$ cat src/include/boot_menu_pkg.sv
// boot_menu_pkg: constants, register map, texts and types of the boot menu
// assumes a 250 MHz core clock; included before every design file
package boot_menu_pkg;
  // ----------------------------------------
  // clock and line rates
  // ----------------------------------------
  localparam int CLK_HZ = 250_000_000;
  localparam int CLK_MHZ = 250;
  localparam int BAUD_FAST = 115200;
  localparam int BAUD_SLOW = 9600;
  localparam int DIV_FAST = CLK_HZ / BAUD_FAST;
  localparam int DIV_SLOW = CLK_HZ / BAUD_SLOW;
  // a fast start-bit run never exceeds nine fast bits, ten with even parity
  localparam int AUTO_SPLIT = (9 * DIV_FAST + DIV_SLOW) / 2;
  // nak base times in microseconds, then in cycles
  localparam int BASE_LOCAL_US = 1000;
  localparam int BASE_OTA_US = 4000;
  localparam int BASE_LOCAL_CYC = BASE_LOCAL_US * CLK_MHZ;
  localparam int BASE_OTA_CYC = BASE_OTA_US * CLK_MHZ;
  localparam logic [3:0] NAK_EXP_RESET = 4'h0;
  localparam logic [3:0] NAK_EXP_MAX = 4'hF;
  // ----------------------------------------
  // register map (byte addresses)
  // ----------------------------------------
  localparam logic [7:0] REG_CONFIG = 8'h00;
  localparam logic [7:0] REG_STATUS = 8'h04;
  localparam logic [7:0] REG_TIMEOUT = 8'h08;
  localparam logic [7:0] REG_EVENT = 8'h0C;
  localparam logic [7:0] REG_APPVER = 8'h10;
  localparam logic [7:0] REG_CAPS = 8'h14;
  localparam int EV_REPEAT = 0;
  localparam int EV_NAKFAIL = 1;
  localparam int EV_DONE = 2;
  localparam int EV_FERR_CLR = 3;
  localparam logic [1:0] PAR_NONE = 2'h0;
  localparam logic [1:0] PAR_EVEN = 2'h1;
  localparam logic [1:0] PAR_ODD = 2'h2;
  localparam logic [31:0] APPVER_RESET = 32'h0;
  localparam logic [7:0] PAYLOAD_PREF = 8'h40;
  localparam logic [7:0] PAYLOAD_MAX = 8'h80;
  // ----------------------------------------
  // characters
  // ----------------------------------------
  localparam logic [7:0] CMD_BYPASS = 8'h42;
  localparam logic [7:0] CMD_UPDATE = 8'h46;
  localparam logic [7:0] CMD_TIMEOUT = 8'h54;
  localparam logic [7:0] CMD_APPVER = 8'h41;
  localparam logic [7:0] CMD_BLVER = 8'h56;
  localparam logic [7:0] CHR_CR = 8'h0D;
  localparam logic [7:0] CHR_C = 8'h43;
  localparam logic [7:0] CHR_ZERO = 8'h30;
  localparam logic [7:0] CHR_NINE = 8'h39;
  // ----------------------------------------
  // response texts; hardware and version fields are arbitrary
  // ----------------------------------------
  localparam int TEXT_LEN = 72;
  localparam logic [8*TEXT_LEN-1:0] TEXT = {
    "\r\nB=bypass F=update T=timeout A=app V=boot\r\n>",
    "BL032-0A0-001_064\r\n",
    "Unkown\r\n"};
  localparam logic [6:0] MENU_OFS = 7'h00;
  localparam logic [6:0] VERS_OFS = 7'h2D;
  localparam logic [6:0] UNK_OFS = 7'h40;
  localparam logic [6:0] TEXT_END = 7'h48;
  localparam logic [6:0] APP_LEN = 7'h04;
  // ----------------------------------------
  // types
  // ----------------------------------------
  typedef enum {ST_MENU, ST_SEND, ST_TDIGIT, ST_REQ_C, ST_XFER, ST_BYPASS,
    ST_RUN_APP} menu_state_type;
  typedef struct packed {
    logic app_present;
    logic two_stop;
    logic [1:0] parity;
    logic rate_slow;
  } cfg_type;
  typedef struct packed {
    logic valid;
    logic unicast;
    logic [7:0] len;
    logic [7:0] data;
  } ota_cmd_type;
endpackage : boot_menu_pkg

$ cat src/text_rom.sv
// text_rom: response texts, one byte per address, registered read data
// assumes the address stays below the text length
`timescale 1ns/1ps
`default_nettype none
module text_rom
  import boot_menu_pkg::*;
#(
  parameter int DEPTH = TEXT_LEN,
  parameter logic [8*DEPTH-1:0] CONTENT = TEXT
) (
  // clock
  input wire logic core_clk,
  // read port
  input wire logic [6:0] addr,
  output logic [7:0] data
);
  // the first character sits in the top byte of the constant
  always_ff @(posedge core_clk) begin
    data <= CONTENT[8*(DEPTH-1-int'(addr)) +: 8];
  end
endmodule : text_rom
`default_nettype wire

$ cat src/boot_menu_command_uart.sv
// boot_menu_command_uart: boot menu command interpreter with local serial port
// assumes ota commands arrive already parsed on core_clk; apb slave for setup
//
// Summary of operation
// commands come from the local serial port or from radio packets alike
// radio commands count only when unicast with exactly one payload byte
// each response goes back to the source of its command
// bypass joins local serial port to radio serial channel both ways
// bypass passes any line rate without configuration
// bypass is refused when it arrives over the radio
// bypass ends only by reset
// download runs over the path its command came from
// nak wait is base time shifted by exponent; base per path
// repeats or failed naks during download raise the exponent
// app version text, or a fixed unknown text without application
// boot version text holds flash size, hardware, version, payload size
// downloader takes 64-byte payloads, maybe 128-byte payloads
// radio link and local port default to 115200 baud
// local port switches between 115200 and 9600 after one character
// carriage return sends the menu text to the requester
// during download start the character C repeats until data arrives
// after a finished download the application is started
// a wired host uses 115200 baud, 8 data bits, no parity, 1 stop
// the sender strips fill bytes from its flat binary image
// an idle serial line stays high
// a character is low start, 8 data bits lsb first, high stop
// line rate, parity and stop count are settable
// receiver samples mid-bit, resyncs on start edge, flags framing errors
//
// The APB interface to the registers and the register addresses were chosen for this implementation.
`timescale 1ns/1ps
`default_nettype none
module boot_menu_command_uart
  import boot_menu_pkg::*;
#(
  parameter int SLOW_DIV = DIV_SLOW,
  parameter int LOCAL_BASE = BASE_LOCAL_CYC,
  parameter int OTA_BASE = BASE_OTA_CYC
) (
  // clock and reset
  input wire logic core_clk,
  input wire logic rst,
  // apb slave
  input wire logic psel,
  input wire logic penable,
  input wire logic pwrite,
  input wire logic [7:0] paddr,
  input wire logic [31:0] pwdata,
  output logic [31:0] prdata,
  output logic pready,
  output logic pslverr,
  // local serial port and radio serial channel
  input wire logic local_rxd,
  output logic local_txd,
  input wire logic radio_rxd,
  output logic radio_txd,
  // radio packets in and responses out
  input wire ota_cmd_type ota_in,
  output logic ota_tx_valid,
  output logic [7:0] ota_tx_byte,
  input wire logic ota_tx_ready,
  // downloader side
  output logic dl_active,
  output logic dl_from_ota,
  output logic dl_byte_valid,
  output logic [7:0] dl_byte,
  output logic [39:0] dl_timeout,
  output logic run_app
);
  // ----------------------------------------
  // declarations
  // ----------------------------------------
  menu_state_type state;
  cfg_type cfg;
  logic loc_s1, loc_s2, rad_s1, rad_s2, rx_prev;
  logic rx_busy, rx_done, ferr, run_armed;
  logic [15:0] rx_cnt, lo_run, tx_cnt;
  logic [3:0] rx_bit, tx_left, nak_exp;
  logic [8:0] rx_sh;
  logic [7:0] rx_byte;
  logic [11:0] tx_sh;
  logic [6:0] snd_ptr, snd_end;
  logic snd_app, snd_wait, src_ota;
  logic [39:0] nak_tmr;
  logic [31:0] app_ver;
  logic [7:0] rom_q;
  // ----------------------------------------
  // decode
  // ----------------------------------------
  wire [15:0] bit_div = cfg.rate_slow ? 16'(SLOW_DIV) : 16'(DIV_FAST);
  wire par_on = cfg.parity != PAR_NONE;
  wire [3:0] stop_idx = par_on ? 4'hA : 4'h9;
  wire rx_tick = rx_busy && rx_cnt == 16'h0;
  wire rx_at_stop = rx_tick && rx_bit == stop_idx;
  wire fall = rx_prev && !loc_s2;
  wire rise = !rx_prev && loc_s2;
  wire tx_busy = tx_left != 4'h0;
  wire wr_en = psel && penable && pwrite && pready;
  wire ev_wr = wr_en && paddr == REG_EVENT;
  wire ev_repeat = ev_wr && pwdata[EV_REPEAT];
  wire ev_nakfail = ev_wr && pwdata[EV_NAKFAIL];
  wire ev_done = ev_wr && pwdata[EV_DONE];
  wire loc_cmd = rx_done && state != ST_BYPASS;
  wire ota_ok = ota_in.valid && ota_in.unicast && ota_in.len == 8'h01;
  wire cmd_valid = loc_cmd || ota_ok;
  wire cmd_ota = !loc_cmd;
  wire [7:0] cmd_byte = loc_cmd ? rx_byte : ota_in.data;
  wire ota_any = ota_in.valid && ota_in.unicast;
  wire xfer_in = src_ota ? ota_any : loc_cmd;
  wire out_busy = src_ota ? ota_tx_valid : tx_busy;
  wire [39:0] nak_wait = (src_ota ? 40'(OTA_BASE) : 40'(LOCAL_BASE)) << nak_exp;
  wire c_due = state == ST_REQ_C && nak_tmr == 40'h0 && !out_busy;
  wire snd_go = state == ST_SEND && !snd_wait && snd_ptr != snd_end && !out_busy;
  wire launch = c_due || snd_go;
  wire [7:0] app_chr = app_ver[8*int'(snd_ptr[1:0]) +: 8];
  wire [7:0] out_byte = c_due ? CHR_C : snd_app ? app_chr : rom_q;
  wire tx_load = launch && !src_ota;
  wire pbit = (^out_byte) ^ (cfg.parity == PAR_ODD);
  wire [11:0] frame = par_on ? {2'b11, pbit, out_byte, 1'b0}
                             : {3'b111, out_byte, 1'b0};
  wire [3:0] frame_len = 4'hA + {3'h0, par_on} + {3'h0, cfg.two_stop};
  wire is_digit = cmd_byte >= CHR_ZERO && cmd_byte <= CHR_NINE;
  wire [7:0] digit = cmd_byte - CHR_ZERO;
  // ----------------------------------------
  // input synchronisers; idle lines reset high
  // ----------------------------------------
  always_ff @(posedge core_clk or posedge rst) begin
    if (rst) begin
      {loc_s1, loc_s2, rad_s1, rad_s2, rx_prev} <= 5'h1F;
    end else begin
      {loc_s1, loc_s2} <= {local_rxd, loc_s1};
      {rad_s1, rad_s2} <= {radio_rxd, rad_s1};
      rx_prev <= loc_s2;
    end
  end
  // ----------------------------------------
  // receiver: half-bit delay from the start edge centres each sample
  // ----------------------------------------
  always_ff @(posedge core_clk or posedge rst) begin
    if (rst) begin
      rx_busy <= 1'b0;
      rx_cnt <= 16'h0;
      rx_bit <= 4'h0;
      rx_sh <= 9'h0;
    end else if (!rx_busy) begin
      if (fall) begin
        rx_busy <= 1'b1;
        rx_cnt <= bit_div >> 1;
        rx_bit <= 4'h0;
      end
    end else if (!rx_tick) begin
      rx_cnt <= rx_cnt - 16'h1;
    end else begin
      rx_cnt <= bit_div - 16'h1;
      rx_bit <= rx_bit + 4'h1;
      rx_sh <= {loc_s2, rx_sh[8:1]};
      // a start bit gone high again was a glitch
      if ((rx_bit == 4'h0 && loc_s2) || rx_at_stop) begin
        rx_busy <= 1'b0;
      end
    end
  end
  // received byte and framing error; the set wins over a clear
  always_ff @(posedge core_clk or posedge rst) begin
    if (rst) begin
      rx_done <= 1'b0;
      rx_byte <= 8'h0;
      ferr <= 1'b0;
    end else begin
      rx_done <= rx_at_stop && loc_s2;
      if (rx_at_stop) begin
        rx_byte <= par_on ? rx_sh[7:0] : rx_sh[8:1];
      end
      if (rx_at_stop && !loc_s2) begin
        ferr <= 1'b1;
      end else if (ev_wr && pwdata[EV_FERR_CLR]) begin
        ferr <= 1'b0;
      end
    end
  end
  // ----------------------------------------
  // line rate detection from the length of the first low run
  // ----------------------------------------
  always_ff @(posedge core_clk or posedge rst) begin
    if (rst) begin
      lo_run <= 16'h0;
      run_armed <= 1'b0;
    end else begin
      lo_run <= loc_s2 ? 16'h0 : lo_run + {15'h0, lo_run != 16'hFFFF};
      if (fall) begin
        run_armed <= !rx_busy;
      end else if (rise) begin
        run_armed <= 1'b0;
      end
    end
  end
  // configuration: software writes, detection sets the rate bit; a config or app version write in the same cycle wins
  always_ff @(posedge core_clk or posedge rst) begin
    if (rst) begin
      cfg <= '0;
      app_ver <= APPVER_RESET;
    end else if (wr_en && paddr == REG_CONFIG) begin
      cfg <= pwdata[4:0];
    end else if (wr_en && paddr == REG_APPVER) begin
      app_ver <= pwdata;
    end else if (rise && run_armed) begin
      if (lo_run >= 16'(AUTO_SPLIT)) begin
        cfg.rate_slow <= 1'b1;
      end else if (lo_run < 16'(SLOW_DIV / 2)) begin
        cfg.rate_slow <= 1'b0;
      end
    end
  end
  // ----------------------------------------
  // transmitter: shifts ones in behind the frame, so idle is high
  // ----------------------------------------
  always_ff @(posedge core_clk or posedge rst) begin
    if (rst) begin
      tx_sh <= 12'hFFF;
      tx_left <= 4'h0;
      tx_cnt <= 16'h0;
    end else if (tx_load) begin
      tx_sh <= frame;
      tx_left <= frame_len;
      tx_cnt <= bit_div - 16'h1;
    end else if (tx_busy && tx_cnt == 16'h0) begin
      tx_sh <= {1'b1, tx_sh[11:1]};
      tx_left <= tx_left - 4'h1;
      tx_cnt <= bit_div - 16'h1;
    end else if (tx_busy) begin
      tx_cnt <= tx_cnt - 16'h1;
    end
  end
  // pin drivers: bypass copies the synchronised lines, so any rate passes
  always_ff @(posedge core_clk or posedge rst) begin
    if (rst) begin
      local_txd <= 1'b1;
      radio_txd <= 1'b1;
    end else begin
      local_txd <= state == ST_BYPASS ? rad_s2 : tx_sh[0];
      radio_txd <= state == ST_BYPASS ? loc_s2 : 1'b1;
    end
  end
  // ----------------------------------------
  // response text source
  // ----------------------------------------
  text_rom u_text (
    .core_clk(core_clk),
    .addr(snd_ptr),
    .data(rom_q)
  );
  // ----------------------------------------
  // menu state machine
  // ----------------------------------------
  always_ff @(posedge core_clk or posedge rst) begin
    if (rst) begin
      state <= ST_MENU;
      src_ota <= 1'b0;
      snd_ptr <= 7'h0;
      snd_end <= 7'h0;
      snd_app <= 1'b0;
      snd_wait <= 1'b0;
      nak_tmr <= 40'h0;
    end else begin
      snd_wait <= launch;
      if (launch) begin
        snd_ptr <= snd_ptr + 7'h1;
      end
      unique case (state)
        ST_MENU: begin
          if (cmd_valid) begin
            src_ota <= cmd_ota;
            snd_wait <= 1'b1;
            snd_app <= 1'b0;
            if (cmd_byte == CHR_CR) begin
              state <= ST_SEND;
              snd_ptr <= MENU_OFS;
              snd_end <= VERS_OFS;
            end else if (cmd_byte == CMD_BYPASS && !cmd_ota) begin
              state <= ST_BYPASS;
            end else if (cmd_byte == CMD_UPDATE) begin
              state <= ST_REQ_C;
              nak_tmr <= 40'h0;
            end else if (cmd_byte == CMD_TIMEOUT) begin
              state <= ST_TDIGIT;
            end else if (cmd_byte == CMD_APPVER) begin
              state <= ST_SEND;
              snd_app <= cfg.app_present;
              snd_ptr <= cfg.app_present ? 7'h0 : UNK_OFS;
              snd_end <= cfg.app_present ? APP_LEN : TEXT_END;
            end else if (cmd_byte == CMD_BLVER) begin
              state <= ST_SEND;
              snd_ptr <= VERS_OFS;
              snd_end <= UNK_OFS;
            end
          end
        end
        ST_SEND: begin
          if (snd_ptr == snd_end && !out_busy && !snd_wait) begin
            state <= ST_MENU;
          end
        end
        ST_TDIGIT: begin
          if (cmd_valid) begin
            state <= ST_MENU;
          end
        end
        ST_REQ_C: begin
          if (xfer_in) begin
            state <= ST_XFER;
          end else if (launch) begin
            nak_tmr <= nak_wait;
          end else if (nak_tmr != 40'h0) begin
            nak_tmr <= nak_tmr - 40'h1;
          end
        end
        ST_XFER: begin
          if (ev_done) begin
            state <= ST_RUN_APP;
          end
        end
        ST_BYPASS: begin
          state <= ST_BYPASS;
        end
        ST_RUN_APP: begin
          state <= ST_RUN_APP;
        end
      endcase
    end
  end
  // nak exponent: digit after the timeout command, software, or growth
  always_ff @(posedge core_clk or posedge rst) begin
    if (rst) begin
      nak_exp <= NAK_EXP_RESET;
    end else if (state == ST_TDIGIT && cmd_valid && is_digit) begin
      nak_exp <= digit[3:0];
    end else if (wr_en && paddr == REG_TIMEOUT) begin
      nak_exp <= pwdata[3:0];
    end else if (state == ST_XFER && (ev_repeat || ev_nakfail)
                 && nak_exp != NAK_EXP_MAX) begin
      nak_exp <= nak_exp + 4'h1;
    end
  end
  // ----------------------------------------
  // outputs toward the radio and the downloader
  // ----------------------------------------
  always_ff @(posedge core_clk or posedge rst) begin
    if (rst) begin
      ota_tx_valid <= 1'b0;
      ota_tx_byte <= 8'h0;
      dl_active <= 1'b0;
      dl_from_ota <= 1'b0;
      dl_byte_valid <= 1'b0;
      dl_byte <= 8'h0;
      dl_timeout <= 40'h0;
      run_app <= 1'b0;
    end else begin
      if (launch && src_ota) begin
        ota_tx_valid <= 1'b1;
        ota_tx_byte <= out_byte;
      end else if (ota_tx_ready) begin
        ota_tx_valid <= 1'b0;
      end
      dl_active <= state == ST_XFER;
      dl_from_ota <= src_ota;
      dl_byte_valid <= (state == ST_REQ_C || state == ST_XFER) && xfer_in;
      dl_byte <= src_ota ? ota_in.data : rx_byte;
      dl_timeout <= nak_wait;
      run_app <= state == ST_RUN_APP;
    end
  end
  // ----------------------------------------
  // apb slave: answers in the first access cycle
  // ----------------------------------------
  wire [7:0] st_code = 8'(state);
  wire mapped = paddr <= REG_CAPS && paddr[1:0] == 2'h0;
  wire [31:0] rd_mux =
    paddr == REG_CONFIG ? {27'h0, cfg} :
    paddr == REG_STATUS ? {21'h0, ferr, cfg.rate_slow, src_ota, st_code} :
    paddr == REG_TIMEOUT ? {28'h0, nak_exp} :
    paddr == REG_APPVER ? app_ver :
    paddr == REG_CAPS ? {16'h0, PAYLOAD_MAX, PAYLOAD_PREF} : 32'h0;
  always_ff @(posedge core_clk or posedge rst) begin
    if (rst) begin
      pready <= 1'b0;
      pslverr <= 1'b0;
      prdata <= 32'h0;
    end else begin
      pready <= psel && !penable;
      pslverr <= psel && !penable && !mapped;
      prdata <= rd_mux;
    end
  end
endmodule : boot_menu_command_uart
`default_nettype wire

$ cat config.mk
export PLATFORM = sky130hd
export DESIGN_NAME = boot_menu_command_uart
export DESIGN_NICKNAME = d
export VERILOG_FILES = /design/src/include/boot_menu_pkg.sv /design/src/text_rom.sv /design/src/boot_menu_command_uart.sv
export SDC_FILE = /design/constraint.sdc
export NUM_CORES = 1
export LEC_CHECK = 0
export BUFFER_PORTS_ARGS = -buffer_cell sky130_fd_sc_hd__buf_4
export CORE_MARGIN = 2
export CORE_UTILIZATION = 60
export CTS_CLUSTER_DIAMETER = 40
export DETAILED_ROUTE_END_ITERATION = 6
export PLACE_DENSITY = 0.85
export SLEW_MARGIN = 40
export SYNTH_ARGS = -nofsm -noshare
export SYNTH_HDL_FRONTEND = slang
export SYNTH_SLANG_ARGS = --single-unit
$ cat constraint.sdc
create_clock -name core_clk -period 13.9 [get_ports core_clk]
set_input_delay 3.475 -clock core_clk [delete_from_list [all_inputs] [get_ports core_clk]]
set_output_delay 3.475 -clock core_clk [all_outputs]
set_load 0.005 [all_outputs]
==> flow_summary.json, run 1 <==
{
  "worst_slack_ns": 8.10,
  "initial_utilization": 0.606,
  "timing_worst_slew_pin_value_ns": 0.883,
  "num_rows": 58,
  "power.ir.vdd_worst_v": 0.000124,
  "final_layout_size_suffix_gt1_frac": 0.200,
  "port_buffers": 153,
  "power_density_nw_per_um2": 114,
  "mostFrequentLayoutCell": "dfrtp_1",
  "max_buffers_root_to_sink": 3,
  "synth.area.top_cells": "dfrtp_1 43%, mux2_2 4.7%, o21ai_0 4.4%",
  "min_path_type": "flop to flop",
  "floorplan.die.width_um": 163,
  "violated_checks": "design-rule violations",
  "worst_slew_margin_rel": 0.407,
  "half_perimeter_wire_length_of_the_detailed_placement_result_um": 28200,
  "detail-route-antenna-nets": 0,
  "grt_overflow": 0,
  "syn_area_per_cell_um2": 9.35,
  "worstSetupStartpointType": "input pin",
  "area_growth_pct": 17.4,
  "detail_route.wl_per_cell_um": 19.9,
  "worstSetupPathType": "input pin to flop",
  "grt_start_max_net_pins": 106,
  "grt_use_total": 0.311,
  "synth_async_sr_flop_share": 0.975,
  "grt_pass1_wl_um": 66200,
  "cts_htree_levels": 2,
  "status": "complete, but fails checks",
  "synth.top_cell.area_share": 0.431,
  "register_bit_total_from_synthesis": 285,
  "layout_worst_path_cycle_share": 0.418,
  "tritoncts.num_buffers": 38,
  "floorplan.die.height_um": 163,
  "cts-root-buf": "clkbuf_16",
  "dr_total_vias": 13300,
  "synth_edf_count": 0,
  "fmax_mhz": 172,
  "timing.critical_path.required_ns": 14.30,
  "drt-initial-drc-count": 1657,
  "timing.hold.ws_ns": 0.355,
  "critical_path_arrival_ns": 6.20,
  "die_area_um2": 26600,
  "drt_wl_total_um": 41600,
  "cts_tree": "yes",
  "clk_latency_ns": 0.52,
  "mostFrequentLayoutCells": "258 x dfrtp_1, 167 x buf_4, 151 x nor2_1",
  "clkSinkCount": 285,
  "routabilityCongestion": 0.984,
  "finalWorstPathRequiredPeriod_ns": 5.80,
  "critical_path_end_type": "flop",
  "drcViolationCount": 1,
  "worst_path_max_fanout": 7,
  "setup_viol": 0,
  "drv_cap": 0,
  "skew_ns": 0.0201,
  "post-cts-setup-buffers": 0,
  "dpl_worst_slack_ns": 7.77,
  "via_count_of_the_first_global_routing_pass": 12700,
  "drt_first_pass_iters": 7,
  "synth_warnings": 0,
  "tns_ns": 0,
  "rsz0062_at_grt": "no",
  "slew_violations": 0,
  "post_synth_num_cell_types": 91,
  "cts-hold-fix-buffers": 0,
  "r2r_setup_slack_ns": 10.39,
  "postSynth.topFlopCell": "dfrtp_1",
  "p_leak_nw": 8.40,
  "ys_seq_area_frac": 0.469,
  "clkTransAtPathRegs_ns": 0.06,
  "power_mw": 2.03,
  "post-route-util": 0.711,
  "via_cell_ratio": 6.36,
  "synth.cell_area_um2": 15200,
  "antenna_cells": 0,
  "antenna_found_initial": 0,
  "finalHoldViolations": 0,
  "fin_nets": 1821,
  "placeableCoreArea_um2": 25000,
  "synthesis.instances": 1623,
  "post_cts_resize_count": 0,
  "pin_count": 163,
  "synth_top_area_cell": "dfrtp_1"
}
-- final cells by class --
cell class | instances | area, um2
multi-input combinational | 1193 | 7480
fill | 1833 | 7220
sequential | 285 | 7120
timing repair buffer | 169 | 1300
clock buffer | 46 | 1020
tap | 330 | 413
clock inverter | 22 | 290
inverter | 47 | 184
-- final timing paths --
path / from / endpoint / cells past startpoint
worst max-delay path: paddr[0] / cfg[2] / 7
worst min-delay path: rad_s1 / rad_s2 / 0
worst max register to register: snd_ptr[0] / ota_tx_byte[5] / 8
worst min register to register: rad_s1 / rad_s2 / 0
max in group asynchronous: rst / nak_exp[2] / 4
min in group asynchronous: rst / prdata[28] / 2
-- registers in the layout (all words and copies together) (netlist names), 8 cells and up --
register and cells:
app_ver 32, rx_sh 9, rx_byte 8, tx_cnt 16
rx_cnt 16, tx_sh 10, prdata 32, ota_tx_byte 8
dl_timeout 31, nak_tmr 40, dl_byte 8, lo_run 16
-- kinds of logic after synthesis --
| group | count (synthesis) | synth area share |
|---|---|---|
| AO/OA/AOI/OAI | 404 | 0.162 |
| XOR/XNOR | 55 | 0.0336 |
| adder cells (fa/ha/maj) | 22 | 0.0180 |
| buffers and inverters | 153 | 0.0421 |
| flip-flops | 285 | 0.469 |
| multiplexers | 105 | 0.0753 |
| other | 1 | 0.000247 |
| AND/OR/NAND/NOR | 598 | 0.200 |
-- critical path, stage by stage --
cell and delay [ns]:
buf_4 0.10, or4_1 0.53, or2_2 0.38, nor3_1 0.70, nand2_1 0.17, nor2_1 0.44, mux2_2 0.40
-- routing by layer --
metal,share of wire,global-route usage,wire length [um]
met5,0,0,0
met2,0.46,0.489,19300
met3,0.099,0.0706,4120
met4,0.039,0.122,1610
met1,0.40,0.423,16500
-- power breakdown --
part | internal (mW) | switching, mW
Clock | 0.627 | 0.387
Sequential | 0.858 | 0.0311
Combinational | 0.0581 | 0.0719
-- synth_stat cells (all sizes together), types with 19 or more instances --
| master | count |
|---|---|
| buf | 36 |
| inv | 43 |
| o22ai | 19 |
| o21ai | 137 |
| xor2 | 24 |
| nor4 | 24 |
| a31oi | 20 |
| mux2 | 63 |
| nand3 | 24 |
| nor2 | 153 |
| ha | 21 |
| and2 | 34 |
| dfrtp | 261 |
| nand2 | 143 |
| clkbuf | 70 |
| a21oi | 117 |
| nor3 | 65 |
| or3 | 27 |
| mux2i | 41 |
| and3 | 24 |
| nand2b | 23 |
| xnor2 | 29 |
-- per-stage QoR --
stage,instance area [um2],std cells
floorplan,15200,1631
global route,17800,2092
global placement,16400,2023
detailed placement,16500,2024
CTS,17800,2092
finish,17800,2092
No activity file was read; power rests on OpenSTA's default activity.
==> run 2, diff against run 1 <==
--- a/config.mk
+++ b/config.mk
@@ -7,10 +7,10 @@
 export LEC_CHECK = 0
 export BUFFER_PORTS_ARGS = -buffer_cell sky130_fd_sc_hd__buf_4
 export CORE_MARGIN = 2
-export CORE_UTILIZATION = 60
+export CORE_UTILIZATION = 54
 export CTS_CLUSTER_DIAMETER = 40
 export DETAILED_ROUTE_END_ITERATION = 6
-export PLACE_DENSITY = 0.85
+export PLACE_DENSITY = 0.81
 export SLEW_MARGIN = 40
 export SYNTH_ARGS = -nofsm -noshare
 export SYNTH_HDL_FRONTEND = slang
==> constraint.sdc (replaced) <==
create_clock -name core_clk -period 5.04 [get_ports core_clk]
set_input_delay 1.26 -clock core_clk [delete_from_list [all_inputs] [get_ports core_clk]]
set_output_delay 1.26 -clock core_clk [all_outputs]
set_load 0.005 [all_outputs]
==> run 2 against run 1 <==
Compared with the run above: the run now ends clean; power rose to 2.8 times the previous value; worst hold slack improved by 0.0017 ns; sequential cell count is the same; clock power rose to 2.8 times the previous value; critical path type is now flop to flop; critical endpoint is now tx_cnt[0].
==> flow_summary.json, run 2 (same netlist as run 1, synthesis figures left out) <==
{
  "status": "finished, final reports clean",
  "max_buffers_root_to_sink": 3,
  "finalWorstPathRequiredPeriod_ns": 3.42,
  "clk_latency_ns": 0.55,
  "timing.critical_path.required_ns": 5.43,
  "cts-hold-fix-buffers": 0,
  "antenna_cells": 0,
  "final_layout_size_suffix_gt1_frac": 0.206,
  "mostFrequentLayoutCells": "256 x dfrtp_1, 169 x buf_4, 151 x nor2_1",
  "power.ir.vdd_worst_v": 0.000308,
  "grt_pass1_wl_um": 65600,
  "critical_path_arrival_ns": 3.80,
  "mostFrequentLayoutCell": "dfrtp_1",
  "drt_first_pass_iters": 6,
  "largest_reg_flops": 40,
  "fin_nets": 1826,
  "detail_route.wl_per_cell_um": 19.2,
  "slew_violations": 0,
  "tritoncts.num_buffers": 40,
  "power_density_nw_per_um2": 314,
  "p_switching_mw": 1.43,
  "crit_path_cell_trace": "inv_1 > ha_1 > or3b_4 > or3_4 > or4_4 > or3_1 > nand2_2 > and2_1 > a311oi_1",
  "cpMaxStageDelayCell": "or3_1",
  "drt_wl_total_um": 41200,
  "cts-root-buf": "clkbuf_16",
  "post-cts-setup-buffers": 0,
  "floorplan.die.height_um": 172,
  "min_path_type": "flop to flop",
  "via_cell_ratio": 6.13,
  "p_leak_nw": 8.43,
  "intPower_mw": 4.20,
  "biggestRegsByFlops": "nak_tmr x40, app_ver x32, prdata x32",
  "critical_path_end_type": "flop",
  "cp_num_buf_inv": 1,
  "worst_path_max_fanout": 17,
  "finalHoldViolations": 0,
  "area_growth_pct": 18.3,
  "combinationalPowerShare": 0.063,
  "floorplan.die.width_um": 172,
  "setup_viol": 0,
  "grt_overflow": 0,
  "post_cts_resize_count": 0,
  "post_route_standard_cell_area_excluding_fillers_um2": 18000,
  "half_perimeter_wire_length_of_the_detailed_placement_result_um": 28100,
  "placeableCoreArea_um2": 27700,
  "dpl-instance-area_um2": 16600,
  "pin_count": 163,
  "clkPwrFrac": 0.501,
  "dr_total_vias": 13200,
  "worstSetupPathType": "flop to flop",
  "worst_slew_margin_rel": 0.481,
  "drcViolationCount": 0,
  "grt_use_total": 0.278,
  "layout_worst_path_cycle_share": 0.678,
  "rsz0062_at_grt": "no",
  "via_count_of_the_first_global_routing_pass": 12700,
  "port_buffers": 153,
  "clkSinkCount": 285,
  "power_switching_share": 0.254,
  "cts_htree_levels": 2,
  "skew_ns": 0.0238,
  "share_of_total_power_in_sequential_cells": 0.436,
  "registers.top_by_ff_count": "nak_tmr",
  "initial_utilization": 0.548,
  "clkTransAtPathRegs_ns": 0.05,
  "detail-route-antenna-nets": 0,
  "timing.critical_path.slowest_cell_delay_ns": 0.64,
  "drt-initial-drc-count": 1373,
  "num_rows": 61,
  "timing_worst_slew_pin_value_ns": 0.779,
  "fmax_mhz": 293,
  "timing.critical_path.max_delay_family": "simple AND/OR/NAND/NOR gates",
  "grt_start_max_net_pins": 102,
  "antenna_found_initial": 0,
  "tns_ns": 0,
  "worstSetupStartpointType": "flop",
  "drv_cap": 0,
  "die_area_um2": 29500,
  "routabilityCongestion": 0.968,
  "cts_tree": "yes"
}
==> run 2: cell types whose count changed in the layout (fill, tap and decap cells not counted), moves of 2 or more <==
cell / before / now
clkinvlp_4: 2 / 7
clkinv_4: 5 / 1
bufinv_16: 5 / 2
clkinv_8: 0 / 3
buf_4: 167 / 169
clkbuf_1: 5 / 3
clkbuf_8: 2 / 4
dfrtp_1: 258 / 256
dfrtp_2: 3 / 5
nor3_2: 1 / 3
nor3_4: 2 / 0
==> run 2: layer usage <==
metal | vias to the layer above | global-route usage | routed length [um]
met3 | 119 | 0.0640 | 3670
met2 | 653 | 0.441 | 19000
met4 | 0 | 0.113 | 1550
li1 | 6049 | - | -
met5 | - | 0 | 0
met1 | 6363 | 0.370 | 17000
==> run 2: cell type report <==
| cell class | count | area [um2] |
|---|---|---|
| sequential | 285 | 7120 |
| tap | 378 | 473 |
| fill | 2144 | 9750 |
| clock inverter | 27 | 300 |
| timing repair buffer | 172 | 1340 |
| clock buffer | 47 | 1070 |
| inverter | 47 | 180 |
| multi-input combinational | 1193 | 7470 |
==> run 2: worst register-to-register path, delay by kind of cell (launching register included) <==
family / cells / cell delay, ns
DFF: 1 / 0.41
buffers and inverters: 1 / 0.09
AOI/OAI and AO/OA: 1 / 0.07
adders and majority gates: 1 / 0.20
and+or+nand+nor: 6 / 2.49
==> run 2: final timing paths <==
check                           from  slack [ns]    endpoint  cells after the start
max                        tx_cnt[0]        1.62   tx_cnt[0]                      9
min in group asynchronous        rst        0.91  prdata[17]                      3
max in group asynchronous        rst        3.31     src_ota                      4
min                           loc_s1        0.36      loc_s2                      0
max reg2reg                tx_cnt[0]        1.62   tx_cnt[0]                      9
min reg2reg                   loc_s1        0.36      loc_s2                      0
==> run 2: power by group through the flow <==
stage	clock, mW	sequential, mW	combinational [mW]
floorplan	0	2.47	0.240
CTS	2.86	2.45	0.356
global route	2.96	2.47	0.400
global placement	0	2.49	0.333
finish	2.82	2.46	0.355
detailed placement	0	2.49	0.353
==> run 2: metrics by stage <==
stage	std cells	total power [mW]	util	setup WS, ns	hold WS (ns)
after global placement	2074	2.82	0.597	1.33	0.349
after global routing	2149	5.82	0.648	1.55	0.360
final	2149	5.63	0.648	1.62	0.357
after detailed placement	2075	2.84	0.598	1.29	0.351
after CTS	2149	5.67	0.648	1.41	0.359
after floorplan	1631	2.71	-	0.115	0.345
